File: src/hw/rhc_pkg.sv
package rhc_pkg;
    // Register byte addresses of the four output banks, indexed A, B, C, D
    localparam logic [7:0] RHC_DIV_ADDR [0:3] = '{8'h24, 8'h2c, 8'h34, 8'h40};
    localparam logic [7:0] RHC_PHASE_ADDR [0:3] = '{8'h25, 8'h2d, 8'h35, 8'h41};
    localparam logic [7:0] RHC_CTRL_ADDR [0:3] = '{8'h26, 8'h2e, 8'h36, 8'h42};
    // Bank D fractional divider bytes
    localparam logic [7:0] RHC_FRAC_LOW_ADDR = 8'h3c;
    localparam logic [7:0] RHC_FRAC_MID_ADDR = 8'h3d;
    localparam logic [7:0] RHC_FRAC_HIGH_ADDR = 8'h3e;
    localparam logic [7:0] RHC_FRAC_INT_ADDR = 8'h3f;
    // Output enables
    localparam logic [7:0] RHC_EN_ADDR = 8'h58;
    // Counter configuration, holdover period and status
    localparam logic [7:0] RHC_HOLD_CFG_ADDR = 8'h22;
    localparam logic [7:0] RHC_HOLD_PERIOD_ADDR = 8'h23;
    localparam logic [7:0] RHC_STATUS_ADDR = 8'h5f;

    // Field positions
    localparam int RHC_PD_BIT = 7;
    localparam int RHC_SEL_BIT = 0;
    localparam int RHC_DSRC_BIT = 1;
    localparam int RHC_DPOST_LSB = 2;
    localparam int RHC_EN_V_BIT = 4;
    localparam int RHC_PRESCALE_LSB = 0;
    localparam int RHC_REVAL_LSB = 2;

    // Writable masks; every other bit is reserved and reads zero
    localparam logic [7:0] RHC_CTRL_MASK_ABC = 8'h81;
    localparam logic [7:0] RHC_CTRL_MASK_D = 8'h8f;
    localparam logic [7:0] RHC_INT_MASK = 8'h0f;
    localparam logic [7:0] RHC_EN_MASK = 8'h1f;

    // Reset values
    localparam logic [7:0] RHC_DIV_RST = 8'h46;
    localparam logic [7:0] RHC_PHASE_RST = 8'h00;
    localparam logic [7:0] RHC_CTRL_RST = 8'h00;
    localparam logic [23:0] RHC_FRAC_RST = 24'h600000;
    localparam logic [3:0] RHC_INT_RST = 4'h9;
    localparam logic [4:0] RHC_EN_RST = 5'h00;
    localparam logic [1:0] RHC_PRESCALE_RST = 2'h2;
    localparam logic [1:0] RHC_REVAL_RST = 2'h2;
    localparam logic [7:0] RHC_HOLD_PERIOD_RST = 8'h80;

    // Prescaler codes
    typedef enum logic [1:0] {
        RHC_PRE_DIV15 = 2'h0,
        RHC_PRE_DIV16 = 2'h1,
        RHC_PRE_DIV17 = 2'h2,
        RHC_PRE_RSVD = 2'h3
    } rhc_prescale_type;

    // Cycles without a reference edge counted as one missing period
    localparam int RHC_GAP_LIMIT = 16;

    // Required good periods for each revalidation code
    function automatic logic [6:0] rhc_reval_count(input logic [1:0] sel);
        case (sel)
            2'h0: rhc_reval_count = 7'h02;
            2'h1: rhc_reval_count = 7'h10;
            2'h2: rhc_reval_count = 7'h20;
            default: rhc_reval_count = 7'h40;
        endcase
    endfunction : rhc_reval_count
endpackage : rhc_pkg

File: src/hw/rhc_reval.sv
`timescale 1ns/1ps
module rhc_reval
    import rhc_pkg::*;
#(
    parameter int GAP_LIMIT = RHC_GAP_LIMIT
) (
    input wire logic clk_i,
    input wire logic rst_i,
    input wire logic ref_edge_i,
    input wire logic los_event_i,
    input wire logic [1:0] count_sel_i,
    output logic loss_of_signal_o,
    output logic revalidated_o
);
    logic [6:0] cnt_r; // Remaining good periods
    logic [7:0] gap_r; // Cycles since the last reference edge
    logic loss_r; // Sticky loss flag
    logic reval_r; // One-cycle revalidation pulse
    logic gap_hit; // One whole period without an edge
    logic zero_hit; // Counter steps from one to zero

    assign gap_hit = loss_r && !ref_edge_i && (gap_r >= 8'(GAP_LIMIT - 1));
    assign zero_hit = loss_r && !los_event_i && !gap_hit && ref_edge_i && (cnt_r == 7'h01);

    // Period watchdog, restarted by every edge or a missed period
    always_ff @(posedge clk_i or posedge rst_i) begin
        if (rst_i) begin
            gap_r <= 8'h00;
        end else if (ref_edge_i || !loss_r || los_event_i || gap_hit) begin
            gap_r <= 8'h00;
        end else begin
            gap_r <= gap_r + 8'h01;
        end
    end

    // Countdown of good periods
    always_ff @(posedge clk_i or posedge rst_i) begin
        if (rst_i) begin
            cnt_r <= 7'h00;
        end else if (los_event_i) begin
            cnt_r <= rhc_reval_count(count_sel_i);
        end else if (gap_hit) begin
            cnt_r <= rhc_reval_count(count_sel_i);
        end else if (loss_r && ref_edge_i && cnt_r != 7'h00) begin
            cnt_r <= cnt_r - 7'h01;
        end
    end

    // Loss flag; a new loss event wins over a clear in the same cycle
    always_ff @(posedge clk_i or posedge rst_i) begin
        if (rst_i) begin
            loss_r <= 1'b0;
            reval_r <= 1'b0;
        end else begin
            reval_r <= zero_hit;
            if (los_event_i) begin
                loss_r <= 1'b1;
            end else if (zero_hit) begin
                loss_r <= 1'b0;
            end
        end
    end

    assign loss_of_signal_o = loss_r;
    assign revalidated_o = reval_r;
endmodule : rhc_reval

File: src/hw/rhc_hold.sv
`timescale 1ns/1ps
module rhc_hold
    import rhc_pkg::*;
(
    input wire logic clk_i,
    input wire logic rst_i,
    input wire logic run_i,
    input wire logic [1:0] prescale_sel_i,
    input wire logic [7:0] holdover_period_i,
    output logic failover_o,
    output logic [7:0] holdover_count_o
);
    logic [16:0] pre_r; // Free-running prescaler
    logic [7:0] cnt_r; // Holdover countdown
    logic fail_r; // One-cycle fail-over pulse
    logic tick; // Prescaled holdover clock

    // Reserved code behaves as the slowest rate so the counter never races
    always_comb begin
        case (rhc_prescale_type'(prescale_sel_i))
            RHC_PRE_DIV15: tick = &pre_r[14:0];
            RHC_PRE_DIV16: tick = &pre_r[15:0];
            RHC_PRE_DIV17: tick = &pre_r[16:0];
            default: tick = &pre_r[16:0];
        endcase
    end

    // Prescaler
    always_ff @(posedge clk_i or posedge rst_i) begin
        if (rst_i) begin
            pre_r <= 17'h00000;
        end else begin
            pre_r <= pre_r + 17'h00001;
        end
    end

    // Countdown, reloading after every expiry
    always_ff @(posedge clk_i or posedge rst_i) begin
        if (rst_i) begin
            cnt_r <= RHC_HOLD_PERIOD_RST;
            fail_r <= 1'b0;
        end else begin
            fail_r <= 1'b0;
            if (!run_i) begin
                cnt_r <= holdover_period_i;
            end else if (tick) begin
                if (cnt_r <= 8'h01) begin
                    cnt_r <= holdover_period_i;
                    fail_r <= 1'b1;
                end else begin
                    cnt_r <= cnt_r - 8'h01;
                end
            end
        end
    end

    assign failover_o = fail_r;
    assign holdover_count_o = cnt_r;
endmodule : rhc_hold

File: src/hw/rhc_regs.sv
`timescale 1ns/1ps
// Summary of operation
// - Prescaler divides VCXO by 2^15, 2^16, 2^17
// - Loss event loads revalidation counter
// - Each good period decrements by one
// - Missing period reloads and restarts countdown
// - Reaching zero clears the loss flag
// - Codes select 2, 16, 32, 64 periods
// - Integer dividers at 0x24, 0x2C, 0x34, 0x40
// - Phase delays at 0x25, 0x2D, 0x35, 0x41
// - Control bytes: power-down D7, source D0
// - Fractional bytes at 0x3C, 0x3D, 0x3E
// - Holdover counts down, fails over, reloads
// - Source bit picks pin or register settings
// - Bank D source selects integer or fractional
// - Disabled bank outputs held low
module rhc_regs
    import rhc_pkg::*;
#(
    parameter int NUM_BANKS = 4,
    parameter int GAP_LIMIT = RHC_GAP_LIMIT
) (
    input wire logic clk_i,
    input wire logic rst_i,
    input wire logic [7:0] reg_addr_i,
    input wire logic [7:0] reg_wdata_i,
    input wire logic reg_wr_i,
    input wire logic reg_rd_i,
    output logic [7:0] reg_rdata_o,
    input wire logic [1:0] ref_clk_i,
    input wire logic [1:0] los_event_i,
    input wire logic [NUM_BANKS*8-1:0] pin_div_i,
    input wire logic [NUM_BANKS-1:0] pin_pd_i,
    input wire logic [NUM_BANKS-1:0] pin_en_i,
    input wire logic [NUM_BANKS-1:0] bank_clk_i,
    output logic [NUM_BANKS-1:0] bank_out_o,
    output logic [NUM_BANKS*8-1:0] eff_div_o,
    output logic [NUM_BANKS*8-1:0] phase_delay_o,
    output logic [NUM_BANKS-1:0] bank_power_down_o,
    output logic [NUM_BANKS-1:0] bank_enable_o,
    output logic bank_d_source_sel_o,
    output logic [1:0] frac_post_div_o,
    output logic [23:0] frac_value_o,
    output logic [3:0] frac_int_o,
    output logic vcxo_output_enable_o,
    output logic [1:0] loss_of_signal_o,
    output logic [1:0] revalidated_o,
    output logic failover_o
);
    logic [7:0] div_r [0:NUM_BANKS-1]; // Integer divider per bank
    logic [7:0] phase_r [0:NUM_BANKS-1]; // Phase delay per bank
    logic [7:0] ctrl_r [0:NUM_BANKS-1]; // Control byte, reserved bits zero
    logic [23:0] frac_r; // Bank D fractional part
    logic [3:0] int_r; // Bank D fractional integer part
    logic [4:0] en_r; // Output enables, V then A to D
    logic [1:0] prescale_r; // Holdover prescaler code
    logic [1:0] reval_r; // Revalidation count code
    logic [7:0] period_r; // Holdover period
    logic [7:0] rdata_r; // Registered read answer
    logic [7:0] rd_nxt; // Read mux
    logic [1:0] sync1_r; // First synchroniser stage
    logic [1:0] sync2_r; // Second synchroniser stage
    logic [1:0] sync3_r; // Edge detect history
    logic [1:0] ref_edge; // Rising edge of each reference
    logic [NUM_BANKS-1:0] gate_r; // Registered drive enable per bank

    // Pin settings are same-clock levels, not synchronised;
    // the board must hold them steady against the VCXO clock

    // Reference inputs cross into the VCXO domain before edge detection
    always_ff @(posedge clk_i or posedge rst_i) begin
        if (rst_i) begin
            sync1_r <= 2'h0;
            sync2_r <= 2'h0;
            sync3_r <= 2'h0;
        end else begin
            sync1_r <= ref_clk_i;
            sync2_r <= sync1_r;
            sync3_r <= sync2_r;
        end
    end
    // Only the second and third stages feed logic;
    // a pin edge reaches the counters three cycles later
    assign ref_edge = sync2_r & ~sync3_r;

    // Per-bank registers
    // Bank D alone has source and post divider bits
    for (genvar b = 0; b < NUM_BANKS; b++) begin : g_bank
        localparam logic [7:0] CTRL_MASK = (b == 3) ? RHC_CTRL_MASK_D : RHC_CTRL_MASK_ABC;
        logic sel; // Register (1) or pin (0) settings
        logic pd_eff; // Resolved power-down
        logic en_eff; // Resolved enable

        // Divider and phase bytes
        always_ff @(posedge clk_i or posedge rst_i) begin
            if (rst_i) begin
                div_r[b] <= RHC_DIV_RST;
                phase_r[b] <= RHC_PHASE_RST;
            end else if (reg_wr_i) begin
                if (reg_addr_i == RHC_DIV_ADDR[b]) begin
                    div_r[b] <= reg_wdata_i;
                end
                if (reg_addr_i == RHC_PHASE_ADDR[b]) begin
                    phase_r[b] <= reg_wdata_i;
                end
            end
        end

        // Control byte; reserved bits never store
        always_ff @(posedge clk_i or posedge rst_i) begin
            if (rst_i) begin
                ctrl_r[b] <= RHC_CTRL_RST;
            end else if (reg_wr_i && reg_addr_i == RHC_CTRL_ADDR[b]) begin
                ctrl_r[b] <= reg_wdata_i & CTRL_MASK;
            end
        end

        assign sel = ctrl_r[b][RHC_SEL_BIT];
        // Only the low six divider bits follow the pins
        assign pd_eff = sel ? ctrl_r[b][RHC_PD_BIT] : pin_pd_i[b];
        assign en_eff = sel ? en_r[3-b] : pin_en_i[b];

        // Resolved settings come from flops so they change cleanly
        always_ff @(posedge clk_i or posedge rst_i) begin
            if (rst_i) begin
                eff_div_o[b*8 +: 8] <= RHC_DIV_RST;
                phase_delay_o[b*8 +: 8] <= RHC_PHASE_RST;
                bank_power_down_o[b] <= 1'b0;
                bank_enable_o[b] <= 1'b0;
                gate_r[b] <= 1'b0;
            end else begin
                eff_div_o[b*8 +: 8] <= sel ? div_r[b] :
                    {div_r[b][7:6], pin_div_i[b*8 +: 6]};
                phase_delay_o[b*8 +: 8] <= phase_r[b];
                bank_power_down_o[b] <= pd_eff;
                bank_enable_o[b] <= en_eff;
                gate_r[b] <= en_eff && !pd_eff;
            end
        end

        // A disabled or powered-down bank is forced low, never floated
        assign bank_out_o[b] = bank_clk_i[b] & gate_r[b];

    end

    // Bank D fractional divider and integer part
    // Bytes land alone; the host orders them to avoid a torn value
    always_ff @(posedge clk_i or posedge rst_i) begin
        if (rst_i) begin
            frac_r <= RHC_FRAC_RST;
            int_r <= RHC_INT_RST;
        end else if (reg_wr_i) begin
            case (reg_addr_i)
                RHC_FRAC_LOW_ADDR: frac_r[7:0] <= reg_wdata_i;
                RHC_FRAC_MID_ADDR: frac_r[15:8] <= reg_wdata_i;
                RHC_FRAC_HIGH_ADDR: frac_r[23:16] <= reg_wdata_i;
                RHC_FRAC_INT_ADDR: int_r <= reg_wdata_i[3:0];
                default: ;
            endcase
        end
    end

    // Output enables and counter configuration
    // A new revalidation code applies from the next load
    // A new prescale code applies at once
    always_ff @(posedge clk_i or posedge rst_i) begin
        if (rst_i) begin
            en_r <= RHC_EN_RST;
            prescale_r <= RHC_PRESCALE_RST;
            reval_r <= RHC_REVAL_RST;
            period_r <= RHC_HOLD_PERIOD_RST;
        end else if (reg_wr_i) begin
            case (reg_addr_i)
                RHC_EN_ADDR: en_r <= reg_wdata_i[4:0];
                RHC_HOLD_CFG_ADDR: begin
                    prescale_r <= reg_wdata_i[RHC_PRESCALE_LSB +: 2];
                    reval_r <= reg_wdata_i[RHC_REVAL_LSB +: 2];
                end
                RHC_HOLD_PERIOD_ADDR: period_r <= reg_wdata_i;
                default: ;
            endcase
        end
    end

    // Bank D routing and VCXO output enable
    // Post divider code 11 is passed on as written
    always_ff @(posedge clk_i or posedge rst_i) begin
        if (rst_i) begin
            bank_d_source_sel_o <= 1'b0;
            frac_post_div_o <= 2'h0;
            frac_value_o <= RHC_FRAC_RST;
            frac_int_o <= RHC_INT_RST;
            vcxo_output_enable_o <= 1'b0;
        end else begin
            bank_d_source_sel_o <= ctrl_r[3][RHC_DSRC_BIT];
            frac_post_div_o <= ctrl_r[3][RHC_DPOST_LSB +: 2];
            frac_value_o <= frac_r;
            frac_int_o <= int_r;
            vcxo_output_enable_o <= en_r[RHC_EN_V_BIT];
        end
    end

    // Read mux; unmapped addresses answer zero
    always_comb begin
        rd_nxt = 8'h00;
        for (int b = 0; b < NUM_BANKS; b++) begin
            if (reg_addr_i == RHC_DIV_ADDR[b]) begin
                rd_nxt = div_r[b];
            end
            if (reg_addr_i == RHC_PHASE_ADDR[b]) begin
                rd_nxt = phase_r[b];
            end
            if (reg_addr_i == RHC_CTRL_ADDR[b]) begin
                rd_nxt = ctrl_r[b];
            end
        end
        case (reg_addr_i)
            RHC_FRAC_LOW_ADDR: rd_nxt = frac_r[7:0];
            RHC_FRAC_MID_ADDR: rd_nxt = frac_r[15:8];
            RHC_FRAC_HIGH_ADDR: rd_nxt = frac_r[23:16];
            RHC_FRAC_INT_ADDR: rd_nxt = {4'h0, int_r} & RHC_INT_MASK;
            RHC_EN_ADDR: rd_nxt = {3'h0, en_r} & RHC_EN_MASK;
            RHC_HOLD_CFG_ADDR: rd_nxt = {4'h0, reval_r, prescale_r};
            RHC_HOLD_PERIOD_ADDR: rd_nxt = period_r;
            RHC_STATUS_ADDR: rd_nxt = {6'h00, loss_of_signal_o};
            default: ;
        endcase
    end

    // Read answer held until the next read
    // A read and a write in one cycle return the old value
    always_ff @(posedge clk_i or posedge rst_i) begin
        if (rst_i) begin
            rdata_r <= 8'h00;
        end else if (reg_rd_i) begin
            rdata_r <= rd_nxt;
        end
    end
    assign reg_rdata_o = rdata_r;

    // One revalidation counter per reference input
    // Both inputs share one count code; flags are separate
    for (genvar n = 0; n < 2; n++) begin : g_ref
        rhc_reval #(
            .GAP_LIMIT(GAP_LIMIT)
        ) u_reval (
            .clk_i(clk_i),
            .rst_i(rst_i),
            .ref_edge_i(ref_edge[n]),
            .los_event_i(los_event_i[n]),
            .count_sel_i(reval_r),
            .loss_of_signal_o(loss_of_signal_o[n]),
            .revalidated_o(revalidated_o[n])
        );
    end

    // Holdover runs while either input is lost
    // The running holdover count stays internal
    rhc_hold u_hold (
        .clk_i(clk_i),
        .rst_i(rst_i),
        .run_i(|loss_of_signal_o),
        .prescale_sel_i(prescale_r),
        .holdover_period_i(period_r),
        .failover_o(failover_o),
        .holdover_count_o()
    );
endmodule : rhc_regs

File: config.mk
export PLATFORM = sky130hd
export DESIGN_NAME = rhc_regs
export DESIGN_NICKNAME = d
export VERILOG_FILES = /design/src/hw/rhc_pkg.sv /design/src/hw/rhc_reval.sv /design/src/hw/rhc_hold.sv /design/src/hw/rhc_regs.sv
export SDC_FILE = /design/constraint.sdc
export NUM_CORES = 1
export LEC_CHECK = 0
export ABC_AREA = 1
export ABC_CLOCK_PERIOD_IN_PS = 11500
export BUFFER_PORTS_ARGS = -buffer_cell sky130_fd_sc_hd__clkbuf_2
export CAP_MARGIN = 20
export CORE_MARGIN = 2
export CORE_UTILIZATION = 25
export DETAILED_ROUTE_END_ITERATION = 16
export GPL_TIMING_DRIVEN = 0
export PLACE_DENSITY_LB_ADDON = 0.08
export SLEW_MARGIN = 20
export SYNTH_ARGS = -nofsm -noshare
export SYNTH_HDL_FRONTEND = slang
export SYNTH_SLANG_ARGS = --single-unit
File: constraint.sdc
create_clock -name clk_i -period 11.5 [get_ports clk_i]
set_input_delay 2.3 -clock clk_i [delete_from_list [all_inputs] [get_ports clk_i]]
set_output_delay 2.3 -clock clk_i [all_outputs]
set_load 0.005 [all_outputs]
Word level (Yosys, flattened, before mapping)
Cells that the tools add are included. W data, S select, Z words.

Bits in registers: 302.

Magnitude comparators: 3. Reductions and logical operators: 69. Muxes and demuxes: 45. $add $sub $neg: 6. Bitwise operators: 6. Equal/unequal tests: 26.

Operators with widths (number): $mux W8 (17); $eq A8 B6 Y1 const B (15); $pmux W8 S8 (1); $mux W7 (6); $eq A8 B7 Y1 const B (5); $reduce_and A2 Y1 (15); $logic_and A1 B1 Y1 (24); $mux W6 (4); $pmux W7 S3 (1); $add A17 B1 Y17 const B (1); $reduce_and A17 Y1 (1); $add A8 B1 Y8 const B (2); $ge A8 B4 Y1 const B (2); $reduce_and A16 Y1 (1); $mux W1 (15); $reduce_and A15 Y1 (1); $eq A7 B1 Y1 const B (2); $reduce_bool A7 Y1 (2); $sub A7 B1 Y7 const B (2); $logic_not A1 Y1 (12); $le A8 B1 Y1 const B (1); $sub A8 B1 Y8 const B (1); $logic_or A1 B1 Y1 (6); $reduce_bool A3 Y1 (2); 10 further kinds (16).

Longest topological paths before layout
Depth after elaboration: 14. Depth in mapped cells: 14. Depth with buffers taken out: 14.

Hierarchy
From an unflattened synthesis, not the netlist that was laid out.

Cell total of the unflattened synthesis: 1327. Area, all modules: 12559.5 um2.

Modules (own cells, without submodules): rhc_regs (cells each 932, area each 9201.3 um2, times used 1); rhc_reval (cells each 111, area each 959.7 um2, times used 2); rhc_hold (cells each 173, area each 1438.9 um2, times used 1).

Worst setup path before layout
Ideal clock, no wire load.

Path kind: input to output. From: input bank_clk_i[0]. To: output bank_out_o[0]. Stages on the path: 2. Data required time: 9.200 ns. Buffers on the path: 0. Data arrival time: 2.385 ns. Slack: 6.815 ns. Cells stage by stage: nand2_1 -> inv_1.

Longest elaborated chain between the ends: 1.

Ends and longest elaborated chain: start: declaration (RTL line rhc_regs.sv:35) `input wire logic [NUM_BANKS-1:0] bank_clk_i,`; $and A1 B1 Y1 (RTL line rhc_regs.sv:142) `assign bank_out_o[b] = bank_clk_i[b] & gate_r[b];`; end: declaration (RTL line rhc_regs.sv:36) `output logic [NUM_BANKS-1:0] bank_out_o,`.

No other way between the ends.

Final worst setup path
From: input bank_clk_i[2]. To: output bank_out_o[2].

Same word-level chain as after synthesis.

==> results.tsv <==
stage	metric	value	unit
run_status	run status	finished, final reports clean	
routing	Post-DRT Antenna Nets	0	
setup_path	Worst Setup End Kind	output port	
clock_tree	number of hold buffers added after cts	0	
global_routing	total grt overflow	0	
placement	HPWL Detailed	29100	microns
global_routing	vias in the first global route	9280	
routing	drt pass-1 iters	5	
timing	fmax	206	MHz
hold_path	hold path startpoint	sync1_r[1]	
synthesis	Primary FF master, synth	dfrtp_1	
synthesis	FF+latch count, synth	302	
final_layout	ant diodes	0	
clock_tree	CTS root buffer	clkbuf_16	
setup_path	worst-case reg-to-reg path depth	7	
die	Ports	189	
routing	drt drc	0	
die	die width	225	microns
clock_tree	H-tree depth	2	
run	max cap viols	0	
final_layout	Core Util, Final	0.320	
timing	final hold vios	0	
timing	fin. max-slew vios	0	
clock_tree	# Post-CTS Setup Buffers	0	
final_layout	share of cells above drive strength 1	0.241	
synthesis	count of cell types in the netlist	54	
synthesis	register area share after synthesis	0.624	
clock_tree	clock buffer depth	3	
synthesis	mean post-synth cell area	9.80	sq um
setup_path	RR Startpoint	g_ref[1].u_reval.loss_of_signal_o	
setup_path	Worst path depth	4	
setup_path	Startpoint Class	input pin	
power	Static Leak	7.34	nW
setup_path	crit path DAT	2.56	ns
routing	Vias/cell	4.34	
clock_tree	total CTS buffers	39	
synthesis	Async SR Flop Fraction	1.00	
synthesis	Cells after Synth	1244	
clock_tree	CTS tree	done	
final_layout	fill cell count	5053	
timing	worst clock skew	0.0140	ns
setup_path	critical path class	in -> out	
global_routing	largest net degree at the start of global routing	88	
setup_path	Largest stage delay, worst path	0.10	ns
clock_tree	clk sink count	302	
timing	min cycle time layout	4.86	ns
synthesis	Cell Area, Synth	12200	sq um
setup_path	Most Frequent Cell on Critical Path	clkbuf_2	
setup_path	Worst R2R Setup Slack	9.35	ns
synthesis	top cell type's share of synthesized area	0.546	
placement	RePlAce Congestion	0.809	
clock_tree	CTS resizes	0	
routing	1st-iter DRT viols	486	
final_layout	NumNets Final	1554	
global_routing	initial antenna violation count	3	
power	Final Power	2.57	mW
global_routing	wire length of the first global-routing pass	59200	microns
timing	Least-Margin Pin Slew	1.04	ns
setup_path	Slowest cell on crit path	clkbuf_2	
timing	total negative slack	0	ns
power	Max VDD drop	0.0870	mV
hold_path	Worst Hold Depth	0	
synthesis	Synthesis Warnings	0	
timing	Worst slew margin	0.309	
clock_tree	worst skew pair latency	0.55	ns
routing	routed len/inst	18.7	microns
routing	DR vias	9212	
placement	Port-buffer cells	180	
die	die area	50500	sq um
final_layout	Area Overhead vs Synth	25.7	%
global_routing	global-route usage over all layers	0.159	
die	Starting Density	0.254	
timing	Setup-failing EPs final	0	
clock_tree	clock transition at the registers of the reported paths	0.05	ns
routing	Detailed Route WL	39600	microns
hold_path	Tightest Hold Check Type	reg -> reg	
setup_path	reg2reg end	g_ref[1].u_reval.cnt_r[6]	
die	Die Ht	225	microns
die	Core Area	47900	sq um
synthesis	post-synth top area cell	dfrtp_1	
timing	fin crit share	0.423	
setup_path	Worst path top cell family by delay	buffers and inverters	
power	P per Cell Area	168	nW/um^2
setup_path	CP Cell Sequence	clkbuf_2, nand2_1, inv_1, clkbuf_2	
timing	RSZ-0062 raised after global routing	false	
synthesis	Synth area leaders	dfrtp_1 55%, nand2_1 9.6%, dfstp_2 7.8%, o21ai_0 6.3%, inv_1 3.5%	
die	Cell Rows	80	
setup_path	Worst Path Required	9.20	ns
setup_path	WP buf/inv	3	
synthesis	EDFF count, synth	0	
hold_path	Hold Path Sink	sync2_r[1]	
setup_path	worst-path maximum fanout	1	
[logic make-up (layout without fill, tap and decap cells)]
group	Yosys count	in the layout	share of synthesized area
simple gates	513	513	0.189
flops	302	302	0.624
compound gates	231	231	0.103
buf+inv	159	415	0.0532
xor+xnor	22	22	0.0158
fa+ha+maj	10	10	0.0103
mux	6	6	0.00544
other cells	1	8	0.000308
[per-layer routing]
layer / track usage / routed length [microns] / vias up
met5: 0 / 18 / -
met4: 0.0468 / 817 / 4
met3: 0.0324 / 1660 / 53
met2: 0.253 / 18300 / 204
met1: 0.218 / 18800 / 4435
li1: - / - / 4516
[where the power goes]
| part | internal [mW] | switching (mW) |
|---|---|---|
| logic | 0.0557 | 0.107 |
| clock network | 0.773 | 0.477 |
| registers | 1.12 | 0.0372 |
| total | 1.95 | 0.622 |
[state kept, by name, indices dropped and copies added, names as in the netlist, 8 cells and up]
register,count
frac_value_o,24
eff_div_o,32
g_ref.u_reval.cnt_r,14
phase_r,32
u_hold.pre_r,17
ctrl_r,11
period_r,8
div_r,32
u_hold.holdover_count_o,8
reg_rdata_o,8
g_ref.u_reval.gap_r,16
phase_delay_o,32
frac_r,24
[synth_stat cells, drive strengths merged (4+ instances only)]
cell,number
nor4,5
dfstp,36
xor2,15
o21ai,169
or2,5
o21a,4
inv,123
dfrtp,266
nand3,51
ha,10
nand4,17
nor2,95
nor3,13
a21oi,35
xnor2,7
nand2,325
clkbuf,18
a21boi,5
buf,15
mux2,5
[final cells by class]
class,instances,area (sq um),area share
Multi-Input combinational cell,790,3970,0.259
Buffer,33,175,0.0114
Sequential cell,302,7600,0.496
Timing Repair Buffer,184,998,0.0651
Tap cell,615,769,0.0502
Inverter,126,480,0.0313
Clock inverter,14,166,0.0109
Clock buffer,58,1170,0.0763
[stage by stage]
step	cell area, sq um	setup WS [ns]	hold WS (ns)	cells
3_5_place_dp	14000	6.64	0.338	2049
2_1_floorplan	12200	0.914	0.331	1251
6_report	15300	6.64	0.347	2122
5_1_grt	15300	6.58	0.358	2122
3_3_place_gp	13900	-3.47	0.333	2046
4_1_cts	15300	6.64	0.355	2121
[cell usage in the layout, fill, tap and decap left out, types with 31 or more instances in the layout]
cell,n
clkbuf_16,40
nor2_1,84
o21ai_0,153
nand2_1,313
nand3_1,43
a21oi_1,31
dfstp_2,36
inv_1,113
dfrtp_1,266
clkbuf_2,180
[worst max-delay path by stage]
stage | slack, ns | end | start
floorplan | 0.91 | bank_d_source_sel_o | rst_i
global placement | -3.47 | bank_enable_o[1] | rst_i
detailed placement | 6.64 | bank_out_o[1] | bank_clk_i[1]
CTS | 6.64 | bank_out_o[1] | bank_clk_i[1]
global route | 6.58 | bank_out_o[1] | bank_clk_i[1]
finish | 6.64 | bank_out_o[2] | bank_clk_i[2]
Note: power is estimated with default switching activity, not from simulation.
